==> src/bmc_regs.vh <==
/*
 Register map, field positions, reset values and timing of the barometer
 measurement control block. Assumes a 100 MHz core clock.
*/
// Function
// - Threshold is 16-bit unsigned, high byte 0Dh, low byte 0Ch, hPa times sixteen.
// - Threshold events need differential enable and high or low event enable.
// - High enable flags pressure above threshold, low enable flags pressure below.
// - Rate field: 000 off/one-shot, then 1, 10, 25, 50, 75 Hz.
// - Power-down keeps interface and configuration, output data holds last sample.
// - Single-conversion bit in power-down measures once, updates, self-clears, powers down.
// - Single conversion starts only if already in power-down at trigger write.
// - Nonzero rate acquires pressure and temperature continuously at that rate.
// - Bandwidth is rate over 2, or over 9 or 20 with filter on.
// - Block data update freezes outputs after a sample until 2Ah is read.
// - Wire-mode bit: 0 selects 4-wire, 1 selects 3-wire; default 0.
// - At power-up trimming values are copied from flash automatically.
// - Trim-reload bit recopies trimming after one rate clock, then self-clears.
// - Control two holds FIFO enable and stop-at-watermark bits, both default 0.
// - Auto-increment, default 1, advances the address after each byte.
// - Software reset restores 0Bh-0Dh, 10h-12h, 14h-17h defaults, then self-clears; the core has and restores only 0Bh-0Dh, 10h and 11h.
`ifndef BMC_REGS_VH
`define BMC_REGS_VH

`define BMC_ADDR_IRQ_CFG 7'h0b
`define BMC_ADDR_THS_L 7'h0c
`define BMC_ADDR_THS_H 7'h0d
`define BMC_ADDR_IDENTITY 7'h0f
`define BMC_ADDR_CTRL1 7'h10
`define BMC_ADDR_CTRL2 7'h11
`define BMC_ADDR_STATUS 7'h27
`define BMC_ADDR_P_XL 7'h28
`define BMC_ADDR_P_L 7'h29
`define BMC_ADDR_P_H 7'h2a
`define BMC_ADDR_T_L 7'h2b
`define BMC_ADDR_T_H 7'h2c

// Interrupt configuration bits
`define BMC_DIFFERENTIAL_IRQ_ENABLE 3
`define BMC_PLE 1
`define BMC_PHE 0
// Control one bits
`define BMC_RATE_HI 6
`define BMC_RATE_LO 4
`define BMC_LPF_EN 3
`define BMC_LPF_CFG 2
`define BMC_BDU 1
`define BMC_SIM 0
// Control two bits
`define BMC_BOOT 7
`define BMC_FIFO_EN 6
`define BMC_STOP_FTH 5
`define BMC_ADD_INC 4
`define BMC_TWO_WIRE_DISABLE 3
`define BMC_SOFT_RESET_BIT 2
`define BMC_ONE_SHOT 0

`define BMC_CTRL1_RESET 8'h00
`define BMC_CTRL2_RESET 8'h10
`define BMC_ZERO_RESET 8'h00

// Rate codes and rates
`define BMC_RATE_OFF 3'h0
`define BMC_RATE_1 3'h1
`define BMC_RATE_10 3'h2
`define BMC_RATE_25 3'h3
`define BMC_RATE_50 3'h4
`define BMC_RATE_75 3'h5
`define BMC_CLK_HZ 100000000
`define BMC_HZ_1 1
`define BMC_HZ_10 10
`define BMC_HZ_25 25
`define BMC_HZ_50 50
`define BMC_HZ_75 75
// Conversion time of one pressure and temperature set
`define BMC_CONV_TIME_US 20

// Bandwidth divisors
`define BMC_BW_DIV_OFF 5'h02
`define BMC_BW_DIV_9 5'h09
`define BMC_BW_DIV_20 5'h14

`endif

==> src/bmc_core.v <==
/*
 Measurement control of the barometer: serial register port (SPI mode 3,
 4-wire or 3-wire), configuration registers, rate timer, one-shot and
 continuous acquisition, block data update, threshold events, trim reload.
 Assumes the sensing front end delivers a sample on sensor_pressure and
 sensor_temperature, on core_clk, when a conversion ends.
*/
`include "bmc_regs.vh"

module bmc_core #(
	parameter PERIOD_1 = `BMC_CLK_HZ / `BMC_HZ_1,
	parameter PERIOD_10 = `BMC_CLK_HZ / `BMC_HZ_10,
	parameter PERIOD_25 = `BMC_CLK_HZ / `BMC_HZ_25,
	parameter PERIOD_50 = `BMC_CLK_HZ / `BMC_HZ_50,
	parameter PERIOD_75 = `BMC_CLK_HZ / `BMC_HZ_75,
	parameter BOOT_CYCLES = `BMC_CLK_HZ / `BMC_HZ_75,
	parameter CONV_CYCLES = `BMC_CONV_TIME_US * (`BMC_CLK_HZ / 1000000),
	// Arbitrary identity value
	parameter [7:0] IDENTITY = 8'h5a
) (
	input wire core_clk,
	input wire reset_n,
	input wire ce,
	input wire spc,
	input wire cs_n,
	input wire sdio_in,
	output wire sdio_out,
	output wire sdio_oe_n,
	output wire sdo_out,
	output wire sdo_oe_n,
	input wire [23:0] sensor_pressure,
	input wire [15:0] sensor_temperature,
	output reg conv_start,
	output reg trim_load,
	output reg [4:0] filter_divisor,
	output wire fifo_enable,
	output wire stop_at_watermark,
	output wire two_wire_disable,
	output reg pressure_high_event,
	output reg pressure_low_event
);

	// Serial pin synchronisers
	reg [2:0] spc_s;
	reg [1:0] cs_s;
	reg [1:0] din_s;
	wire spc_rise = spc_s[1] & ~spc_s[2];
	wire spc_fall = ~spc_s[1] & spc_s[2];
	wire sel = ~cs_s[1];

	// Serial engine
	reg [2:0] bit_cnt;
	reg [6:0] in_sh;
	reg [6:0] addr;
	reg have_cmd;
	reg is_read;
	reg load_req;
	reg hold_first;
	reg [6:0] out_addr;
	reg drive;
	reg [7:0] out_sh;
	reg wr_stb;
	reg [7:0] wr_data;
	reg [7:0] rd_data;
	wire [7:0] new_byte = {in_sh, din_s[1]};

	// Configuration
	reg differential_irq_enable;
	reg high_event_enable;
	reg low_event_enable;
	reg [7:0] threshold_low_byte;
	reg [7:0] threshold_high_byte;
	reg [2:0] rate_select;
	reg pressure_filter_enable;
	reg filter_bandwidth_select;
	reg block_data_update;
	reg spi_wire_mode;
	reg fifo_en;
	reg stop_fth;
	reg auto_inc;
	reg i2c_off;
	reg one_shot;

	// Measurement and boot
	reg [26:0] rate_cnt;
	reg [15:0] conv_cnt;
	reg busy;
	reg boot_go;
	reg boot_busy;
	reg [26:0] boot_cnt;
	reg [23:0] pressure_high_byte_all;
	reg [15:0] temp_out;
	reg p_avail;
	reg t_avail;
	reg bdu_lock;

	wire conv_done = busy && (conv_cnt == CONV_CYCLES[15:0] - 16'h0001);
	wire os_go = one_shot & ~busy & (rate_select == `BMC_RATE_OFF);
	// A byte counts as read when its first bit is clocked out, not at prefetch
	wire took_byte = sel && spc_fall && hold_first;
	wire rd_p_h = took_byte && (out_addr == `BMC_ADDR_P_H);
	wire rd_t_h = took_byte && (out_addr == `BMC_ADDR_T_H);
	localparam [7:0] CTRL1_DEF = `BMC_CTRL1_RESET;
	localparam [7:0] CTRL2_DEF = `BMC_CTRL2_RESET;
	wire cfg_wr = wr_stb && (addr == `BMC_ADDR_CTRL2);
	wire soft_rst = cfg_wr && wr_data[`BMC_SOFT_RESET_BIT];
	wire [16:0] ths_pos = {1'b0, threshold_high_byte, threshold_low_byte};
	wire signed [16:0] p_diff = {sensor_pressure[23], sensor_pressure[23:8]};
	wire rate_tick;

	// Cycles per sample for a rate code; zero means no periodic acquisition
	function [26:0] rate_period;
		input [2:0] code;
		begin
			case (code)
				`BMC_RATE_1: rate_period = PERIOD_1[26:0];
				`BMC_RATE_10: rate_period = PERIOD_10[26:0];
				`BMC_RATE_25: rate_period = PERIOD_25[26:0];
				`BMC_RATE_50: rate_period = PERIOD_50[26:0];
				`BMC_RATE_75: rate_period = PERIOD_75[26:0];
				default: rate_period = 27'h0000000;
			endcase
		end
	endfunction

	assign rate_tick = (rate_period(rate_select) != 27'h0000000) &&
		(rate_cnt >= rate_period(rate_select) - 27'h0000001);

	assign sdo_out = out_sh[7];
	assign sdio_out = out_sh[7];
	assign sdo_oe_n = ~(drive & ~spi_wire_mode);
	assign sdio_oe_n = ~(drive & spi_wire_mode);
	assign fifo_enable = fifo_en;
	assign stop_at_watermark = stop_fth;
	assign two_wire_disable = i2c_off;

	always @(posedge core_clk or negedge reset_n) begin
		if (!reset_n) begin
			spc_s <= 3'h7;
			cs_s <= 2'h3;
			din_s <= 2'h0;
		end else if (ce) begin
			spc_s <= {spc_s[1:0], spc};
			cs_s <= {cs_s[0], cs_n};
			din_s <= {din_s[0], sdio_in};
		end
	end

	// Serial interface stays alive in every rate, power-down included
	always @(posedge core_clk or negedge reset_n) begin
		if (!reset_n) begin
			bit_cnt <= 3'h0;
			in_sh <= 7'h00;
			addr <= 7'h00;
			have_cmd <= 1'b0;
			is_read <= 1'b0;
			load_req <= 1'b0;
			hold_first <= 1'b0;
			out_addr <= 7'h00;
			drive <= 1'b0;
			out_sh <= 8'h00;
			wr_stb <= 1'b0;
			wr_data <= 8'h00;
		end else if (ce) begin
			load_req <= 1'b0;
			wr_stb <= 1'b0;
			if (load_req) begin
				out_sh <= rd_data;
				out_addr <= addr;
				hold_first <= 1'b1;
				drive <= 1'b1;
			end
			if ((load_req | wr_stb) && auto_inc)
				addr <= addr + 7'h01;
			if (!sel) begin
				bit_cnt <= 3'h0;
				have_cmd <= 1'b0;
				is_read <= 1'b0;
				hold_first <= 1'b0;
				drive <= 1'b0;
			end else if (spc_rise) begin
				in_sh <= new_byte[6:0];
				bit_cnt <= bit_cnt + 3'h1;
				if (bit_cnt == 3'h7) begin
					if (!have_cmd) begin
						have_cmd <= 1'b1;
						is_read <= new_byte[7];
						addr <= new_byte[6:0];
						load_req <= new_byte[7];
					end else if (is_read) begin
						load_req <= 1'b1;
					end else begin
						wr_stb <= 1'b1;
						wr_data <= new_byte;
					end
				end
			end else if (spc_fall) begin
				// First bit already sits on the pin after the load
				if (hold_first)
					hold_first <= 1'b0;
				else
					out_sh <= {out_sh[6:0], 1'b0};
			end
		end
	end

	// Reserved bits and unmapped addresses read as zero
	always @* begin
		rd_data = 8'h00;
		case (addr)
			`BMC_ADDR_IRQ_CFG: begin
				rd_data[`BMC_DIFFERENTIAL_IRQ_ENABLE] = differential_irq_enable;
				rd_data[`BMC_PLE] = low_event_enable;
				rd_data[`BMC_PHE] = high_event_enable;
			end
			`BMC_ADDR_THS_L: rd_data = threshold_low_byte;
			`BMC_ADDR_THS_H: rd_data = threshold_high_byte;
			`BMC_ADDR_IDENTITY: rd_data = IDENTITY;
			`BMC_ADDR_CTRL1: begin
				rd_data[`BMC_RATE_HI:`BMC_RATE_LO] = rate_select;
				rd_data[`BMC_LPF_EN] = pressure_filter_enable;
				rd_data[`BMC_LPF_CFG] = filter_bandwidth_select;
				rd_data[`BMC_BDU] = block_data_update;
				rd_data[`BMC_SIM] = spi_wire_mode;
			end
			`BMC_ADDR_CTRL2: begin
				rd_data[`BMC_BOOT] = boot_busy | boot_go;
				rd_data[`BMC_FIFO_EN] = fifo_en;
				rd_data[`BMC_STOP_FTH] = stop_fth;
				rd_data[`BMC_ADD_INC] = auto_inc;
				rd_data[`BMC_TWO_WIRE_DISABLE] = i2c_off;
				rd_data[`BMC_ONE_SHOT] = one_shot;
			end
			`BMC_ADDR_STATUS: rd_data = {6'h00, t_avail, p_avail};
			`BMC_ADDR_P_XL: rd_data = pressure_high_byte_all[7:0];
			`BMC_ADDR_P_L: rd_data = pressure_high_byte_all[15:8];
			`BMC_ADDR_P_H: rd_data = pressure_high_byte_all[23:16];
			`BMC_ADDR_T_L: rd_data = temp_out[7:0];
			`BMC_ADDR_T_H: rd_data = temp_out[15:8];
			default: rd_data = 8'h00;
		endcase
	end

	always @(posedge core_clk or negedge reset_n) begin
		if (!reset_n) begin
			differential_irq_enable <= 1'b0;
			high_event_enable <= 1'b0;
			low_event_enable <= 1'b0;
			threshold_low_byte <= `BMC_ZERO_RESET;
			threshold_high_byte <= `BMC_ZERO_RESET;
			rate_select <= `BMC_RATE_OFF;
			pressure_filter_enable <= 1'b0;
			filter_bandwidth_select <= 1'b0;
			block_data_update <= 1'b0;
			spi_wire_mode <= 1'b0;
			fifo_en <= 1'b0;
			stop_fth <= 1'b0;
			auto_inc <= 1'b1;
			i2c_off <= 1'b0;
			one_shot <= 1'b0;
		end else if (ce) begin
			if (conv_done)
				one_shot <= 1'b0;
			if (soft_rst) begin
				differential_irq_enable <= 1'b0;
				high_event_enable <= 1'b0;
				low_event_enable <= 1'b0;
				threshold_low_byte <= `BMC_ZERO_RESET;
				threshold_high_byte <= `BMC_ZERO_RESET;
				rate_select <= CTRL1_DEF[`BMC_RATE_HI:`BMC_RATE_LO];
				pressure_filter_enable <= CTRL1_DEF[`BMC_LPF_EN];
				filter_bandwidth_select <= CTRL1_DEF[`BMC_LPF_CFG];
				block_data_update <= CTRL1_DEF[`BMC_BDU];
				spi_wire_mode <= CTRL1_DEF[`BMC_SIM];
				fifo_en <= CTRL2_DEF[`BMC_FIFO_EN];
				stop_fth <= CTRL2_DEF[`BMC_STOP_FTH];
				auto_inc <= CTRL2_DEF[`BMC_ADD_INC];
				i2c_off <= CTRL2_DEF[`BMC_TWO_WIRE_DISABLE];
				one_shot <= 1'b0;
			end else if (wr_stb) begin
				case (addr)
					`BMC_ADDR_IRQ_CFG: begin
						differential_irq_enable <= wr_data[`BMC_DIFFERENTIAL_IRQ_ENABLE];
						low_event_enable <= wr_data[`BMC_PLE];
						high_event_enable <= wr_data[`BMC_PHE];
					end
					`BMC_ADDR_THS_L: threshold_low_byte <= wr_data;
					`BMC_ADDR_THS_H: threshold_high_byte <= wr_data;
					`BMC_ADDR_CTRL1: begin
						// Bit 7 is not stored; host keeps it zero
						rate_select <= wr_data[`BMC_RATE_HI:`BMC_RATE_LO];
						pressure_filter_enable <= wr_data[`BMC_LPF_EN];
						filter_bandwidth_select <= wr_data[`BMC_LPF_CFG];
						block_data_update <= wr_data[`BMC_BDU];
						spi_wire_mode <= wr_data[`BMC_SIM];
					end
					`BMC_ADDR_CTRL2: begin
						fifo_en <= wr_data[`BMC_FIFO_EN];
						stop_fth <= wr_data[`BMC_STOP_FTH];
						auto_inc <= wr_data[`BMC_ADD_INC];
						i2c_off <= wr_data[`BMC_TWO_WIRE_DISABLE];
						// Trigger only counts from power-down; set beats done-clear
						if (wr_data[`BMC_ONE_SHOT] && rate_select == `BMC_RATE_OFF && !busy)
							one_shot <= 1'b1;
					end
					default: ;
				endcase
			end
		end
	end

	always @(posedge core_clk or negedge reset_n) begin
		if (!reset_n) begin
			boot_go <= 1'b1;
			boot_busy <= 1'b0;
			boot_cnt <= 27'h0000000;
			trim_load <= 1'b0;
		end else if (ce) begin
			trim_load <= 1'b0;
			if (boot_go) begin
				boot_go <= 1'b0;
				boot_busy <= 1'b1;
				boot_cnt <= 27'h0000000;
				trim_load <= 1'b1;
			end else if (boot_busy) begin
				boot_cnt <= boot_cnt + 27'h0000001;
				if (boot_cnt == BOOT_CYCLES[26:0] - 27'h0000001)
					boot_busy <= 1'b0;
			end
			if (cfg_wr && !soft_rst && wr_data[`BMC_BOOT])
				boot_go <= 1'b1;
		end
	end

	always @(posedge core_clk or negedge reset_n) begin
		if (!reset_n) begin
			rate_cnt <= 27'h0000000;
			conv_cnt <= 16'h0000;
			busy <= 1'b0;
			conv_start <= 1'b0;
		end else if (ce) begin
			conv_start <= 1'b0;
			if (rate_tick || rate_select == `BMC_RATE_OFF)
				rate_cnt <= 27'h0000000;
			else
				rate_cnt <= rate_cnt + 27'h0000001;
			// A tick during a conversion is dropped, not queued
			if (!busy && (rate_tick || os_go)) begin
				busy <= 1'b1;
				conv_cnt <= 16'h0000;
				conv_start <= 1'b1;
			end else if (busy) begin
				conv_cnt <= conv_cnt + 16'h0001;
				if (conv_done)
					busy <= 1'b0;
			end
		end
	end

	always @(posedge core_clk or negedge reset_n) begin
		if (!reset_n) begin
			pressure_high_byte_all <= 24'h000000;
			temp_out <= 16'h0000;
			p_avail <= 1'b0;
			t_avail <= 1'b0;
			bdu_lock <= 1'b0;
			pressure_high_event <= 1'b0;
			pressure_low_event <= 1'b0;
			filter_divisor <= `BMC_BW_DIV_OFF;
		end else if (ce) begin
			if (!pressure_filter_enable)
				filter_divisor <= `BMC_BW_DIV_OFF;
			else if (filter_bandwidth_select)
				filter_divisor <= `BMC_BW_DIV_20;
			else
				filter_divisor <= `BMC_BW_DIV_9;
			if (rd_p_h)
				p_avail <= 1'b0;
			if (rd_t_h)
				t_avail <= 1'b0;
			if (rd_p_h || !block_data_update)
				bdu_lock <= 1'b0;
			// Outputs move only at a conversion end, so power-down holds them
			if (conv_done) begin
				p_avail <= 1'b1;
				t_avail <= 1'b1;
				pressure_high_event <= differential_irq_enable & high_event_enable &
					(p_diff > $signed(ths_pos));
				pressure_low_event <= differential_irq_enable & low_event_enable &
					(p_diff < -$signed(ths_pos));
				if (!(block_data_update && bdu_lock && !rd_p_h)) begin
					pressure_high_byte_all <= sensor_pressure;
					temp_out <= sensor_temperature;
					bdu_lock <= block_data_update;
				end
			end
		end
	end

endmodule

==> config.mk <==
export PLATFORM = sky130hd
export DESIGN_NAME = bmc_core
export DESIGN_NICKNAME = d
export VERILOG_FILES = /design/src/bmc_core.v
export VERILOG_INCLUDE_DIRS = /design/src
export SDC_FILE = /design/constraint.sdc
export NUM_CORES = 1
export LEC_CHECK = 0
export ABC_CLOCK_PERIOD_IN_PS = 4900
export BUFFER_PORTS_ARGS = -buffer_cell sky130_fd_sc_hd__buf_4
export CORE_MARGIN = 4
export CORE_UTILIZATION = 62
export CTS_CLUSTER_SIZE = 16
export DETAILED_ROUTE_END_ITERATION = 8
export GPL_ROUTABILITY_DRIVEN = 0
export PLACE_DENSITY = 0.81
export SLEW_MARGIN = 40
export SYNTH_ARGS = -nofsm -noshare
export SYNTH_HDL_FRONTEND = slang
export SYNTH_SLANG_ARGS = --single-unit
==> constraint.sdc <==
create_clock -name core_clk -period 4.9 [get_ports core_clk]
set_input_delay 0.735 -clock core_clk [delete_from_list [all_inputs] [get_ports core_clk]]
set_output_delay 0.735 -clock core_clk [all_outputs]
set_load 0.005 [all_outputs]
==> results.json <==
{
  "area_growth_syn_to_layout_pct": 11.8,
  "start_kind": "flip-flop",
  "finalCritPeriodShare_pct": 81.0,
  "arrival_ns": 4.36,
  "ys_ff_latch": 207,
  "pre_cts_ws_ns": 1.04,
  "die_y_um": 143,
  "p_per_area_nw_per_um2": 324,
  "cts_resized": 0,
  "cts_max_path_buffers": 3,
  "hold_class": "input pin to asynchronous set/reset pin",
  "wl_per_cell_um": 18.7,
  "fp.dieW_um": 143,
  "cp_max_fo": 10,
  "core-area_sq_um": 18000,
  "synth_cell_types": 70,
  "nets": 1309,
  "grt_max_degree": 99,
  "cts.clk_slew.worst_paths_ns": 0.06,
  "period_needed_ns": 3.97,
  "power.leakage_nw": 5.99,
  "grt_use_total_pct": 26.6,
  "place_area_sq_um": 12000,
  "port_buffers": 61,
  "initial_utilization_pct": 63.1,
  "synth.area.top_cells": "dfrtp_1, ha_1, mux2_2",
  "yosysTopAreaCellShare_pct": 43.8,
  "vias": 9078,
  "finalSetupViolCount": 0,
  "reg2reg_slack_ns": 0.93,
  "clkSinkCount": 207,
  "clkLatencyLatePin_ns": 0.53,
  "path_class": "flip-flop to flip-flop",
  "tns_ns": 0,
  "cp-end-kind": "flip-flop",
  "worst_slew_pin_slew_ns": 0.735,
  "irDropWorstVdd_mv": 0.319,
  "grt_pass1_wl_um": 44600,
  "cts_made_buffers": 23,
  "vias_per_cell": 6.30,
  "cap_violations": 0,
  "drtPass1Iterations": 5,
  "dieArea_sq_um": 20600,
  "synth_flop_cell": "dfrtp_1",
  "synth-edff-count": 0,
  "ios": 62,
  "synthTopCellsByCount": "dfrtp_1, nand2_1, nor2_1, mux2_2, ha_1",
  "cts_setup_buffers": 0,
  "h-tree-depth": 1,
  "grt_setup_unrepaired": "false",
  "synth.avg_cell_area_sq_um": 10.0,
  "drtIter0Drc": 799,
  "required_ns": 5.29,
  "outcome": "finished clean",
  "cts_tree": "built",
  "fin_area_sq_um": 12700,
  "drt.antenna.violating_nets": 0,
  "grt-ovfl-total": 0,
  "grt_pass1_vias": 8860,
  "hold_slack_ns": 0.222,
  "maxSlewHeadroom_pct": 51.0,
  "netlist_area_sq_um": 11400,
  "antenna_cells": 0,
  "drive_gt1_share_pct": 16.4,
  "seq_area_frac_synth_pct": 45.6,
  "utilization_pct": 70.5,
  "synth_top_area_cell": "dfrtp_1",
  "synth.most_common_cell": "dfrtp_1",
  "setup_ws_ns": 0.932,
  "ys_warn_count": 0,
  "ctsHoldBuffers": 0,
  "hold_viol_final": 0,
  "syn_inst": 1137,
  "async_reset_ff_share_pct": 100,
  "synth_nets": 1252,
  "wirelength_um": 26900,
  "drc": 0,
  "antenna_found_initial": 0,
  "max_freq_mhz": 252,
  "hpwl_um": 19300,
  "slew_viol_final": 0,
  "ctsRootBufferMaster": "clkbuf_16",
  "fin_skew_ns": 0.0185,
  "placementRows": 49
}
==> registers in the layout (all words and copies together) (netlist names), 8 cells and up <==
name	cells
conv_cnt	16
threshold_high_byte	8
wr_data	8
out_sh	8
rate_cnt	27
temp_out	16
boot_cnt	27
threshold_low_byte	8
pressure_high_byte_all	24
==> area by class of cell <==
class | count | area (sq um)
multi-input cells | 844 | 5820
fillers | 1334 | 5310
flip-flops and latches | 207 | 5190
clock buffers | 30 | 622
repair buffers | 71 | 541
well taps | 229 | 287
inverters | 47 | 176
clock inverters | 12 | 80.1
==> final timing paths <==
kind / startpoint / end / depth (start not counted)
max in group asynchronous: reset_n / spc_s[2]$_DFFE_PN1P_ / 2
min: reset_n / rate_cnt[20]$_DFFE_PN0P_ / 1
max: rate_select[2]$_DFFE_PN0P_ / conv_cnt[11]$_DFFE_PN0P_ / 15
min reg2reg: pressure_high_event$_DFFE_PN0P_ / pressure_high_event$_DFFE_PN0P_ / 2
max reg2reg: rate_select[2]$_DFFE_PN0P_ / conv_cnt[11]$_DFFE_PN0P_ / 15
min in group core_clk: sensor_pressure[7] / pressure_high_byte_all[7]$_DFFE_PN0P_ / 2
==> cells by family (layout without fill, tap and decap cells) <==
group                    after synthesis  count (layout)  synth area share (%)
AO/OA/AOI/OAI                        250             250                  14.4
XOR/XNOR                              61              61                  4.70
adder cells (fa/ha/maj)               69              69                  7.59
buffers and inverters                 86             160                  3.26
flip-flops                           207             207                  45.6
multiplexers                          82              82                  8.07
AND/OR/NAND/NOR                      382             382                  16.4
==> layout by cell type, fill, tap and decap left out, drive strengths merged, types with 26 or more instances in the layout <==
| master | Yosys | layout |
|---|---|---|
| a21oi | 56 | 56 |
| buf | 14 | 71 |
| clkbuf | 25 | 30 |
| dfrtp | 199 | 199 |
| ha | 69 | 69 |
| inv | 47 | 48 |
| mux2 | 77 | 77 |
| nand2 | 106 | 106 |
| nand3 | 48 | 48 |
| nand4 | 29 | 29 |
| nor2 | 96 | 96 |
| nor3 | 26 | 26 |
| o21ai | 69 | 69 |
| xor2 | 38 | 38 |
==> report_power, final <==
part           switching (W)  total (W)  internal (W)
sequential          0.000185    0.00205       0.00187
combinational       0.000231   0.000462      0.000231
clock               0.000699    0.00160      0.000904
==> layer usage <==
layer / GRT usage, % / wire length (um)
met3: 4.19 / 1570
met2: 43.6 / 12700
met4: 8.47 / 904
met5: 0 / 0
met1: 36.8 / 11700
==> worst max-delay path, cell delays in order (launching register included) <==
cell     delay (ns)
dfrtp_1        0.54
inv_1          0.22
nand2_1        0.21
nand2_1        0.12
nand2_1        0.09
ha_1           0.25
and3_1         0.30
a21oi_1        0.07
ha_1           0.31
nand3_1        0.11
nor4_1         0.36
nand4_1        0.15
o21ai_1        0.23
o21ai_0        0.24
and2_1         0.25
a221o_1        0.37
==> through the flow <==
stage | total power [W] | std cells
after detailed placement | 0.00253 | 1398
after CTS | 0.00414 | 1440
final | 0.00412 | 1440
after global routing | 0.00431 | 1440
after global placement | 0.00251 | 1398
after floorplan | 0.00234 | 1137
No activity file was read; power rests on OpenSTA's default activity.
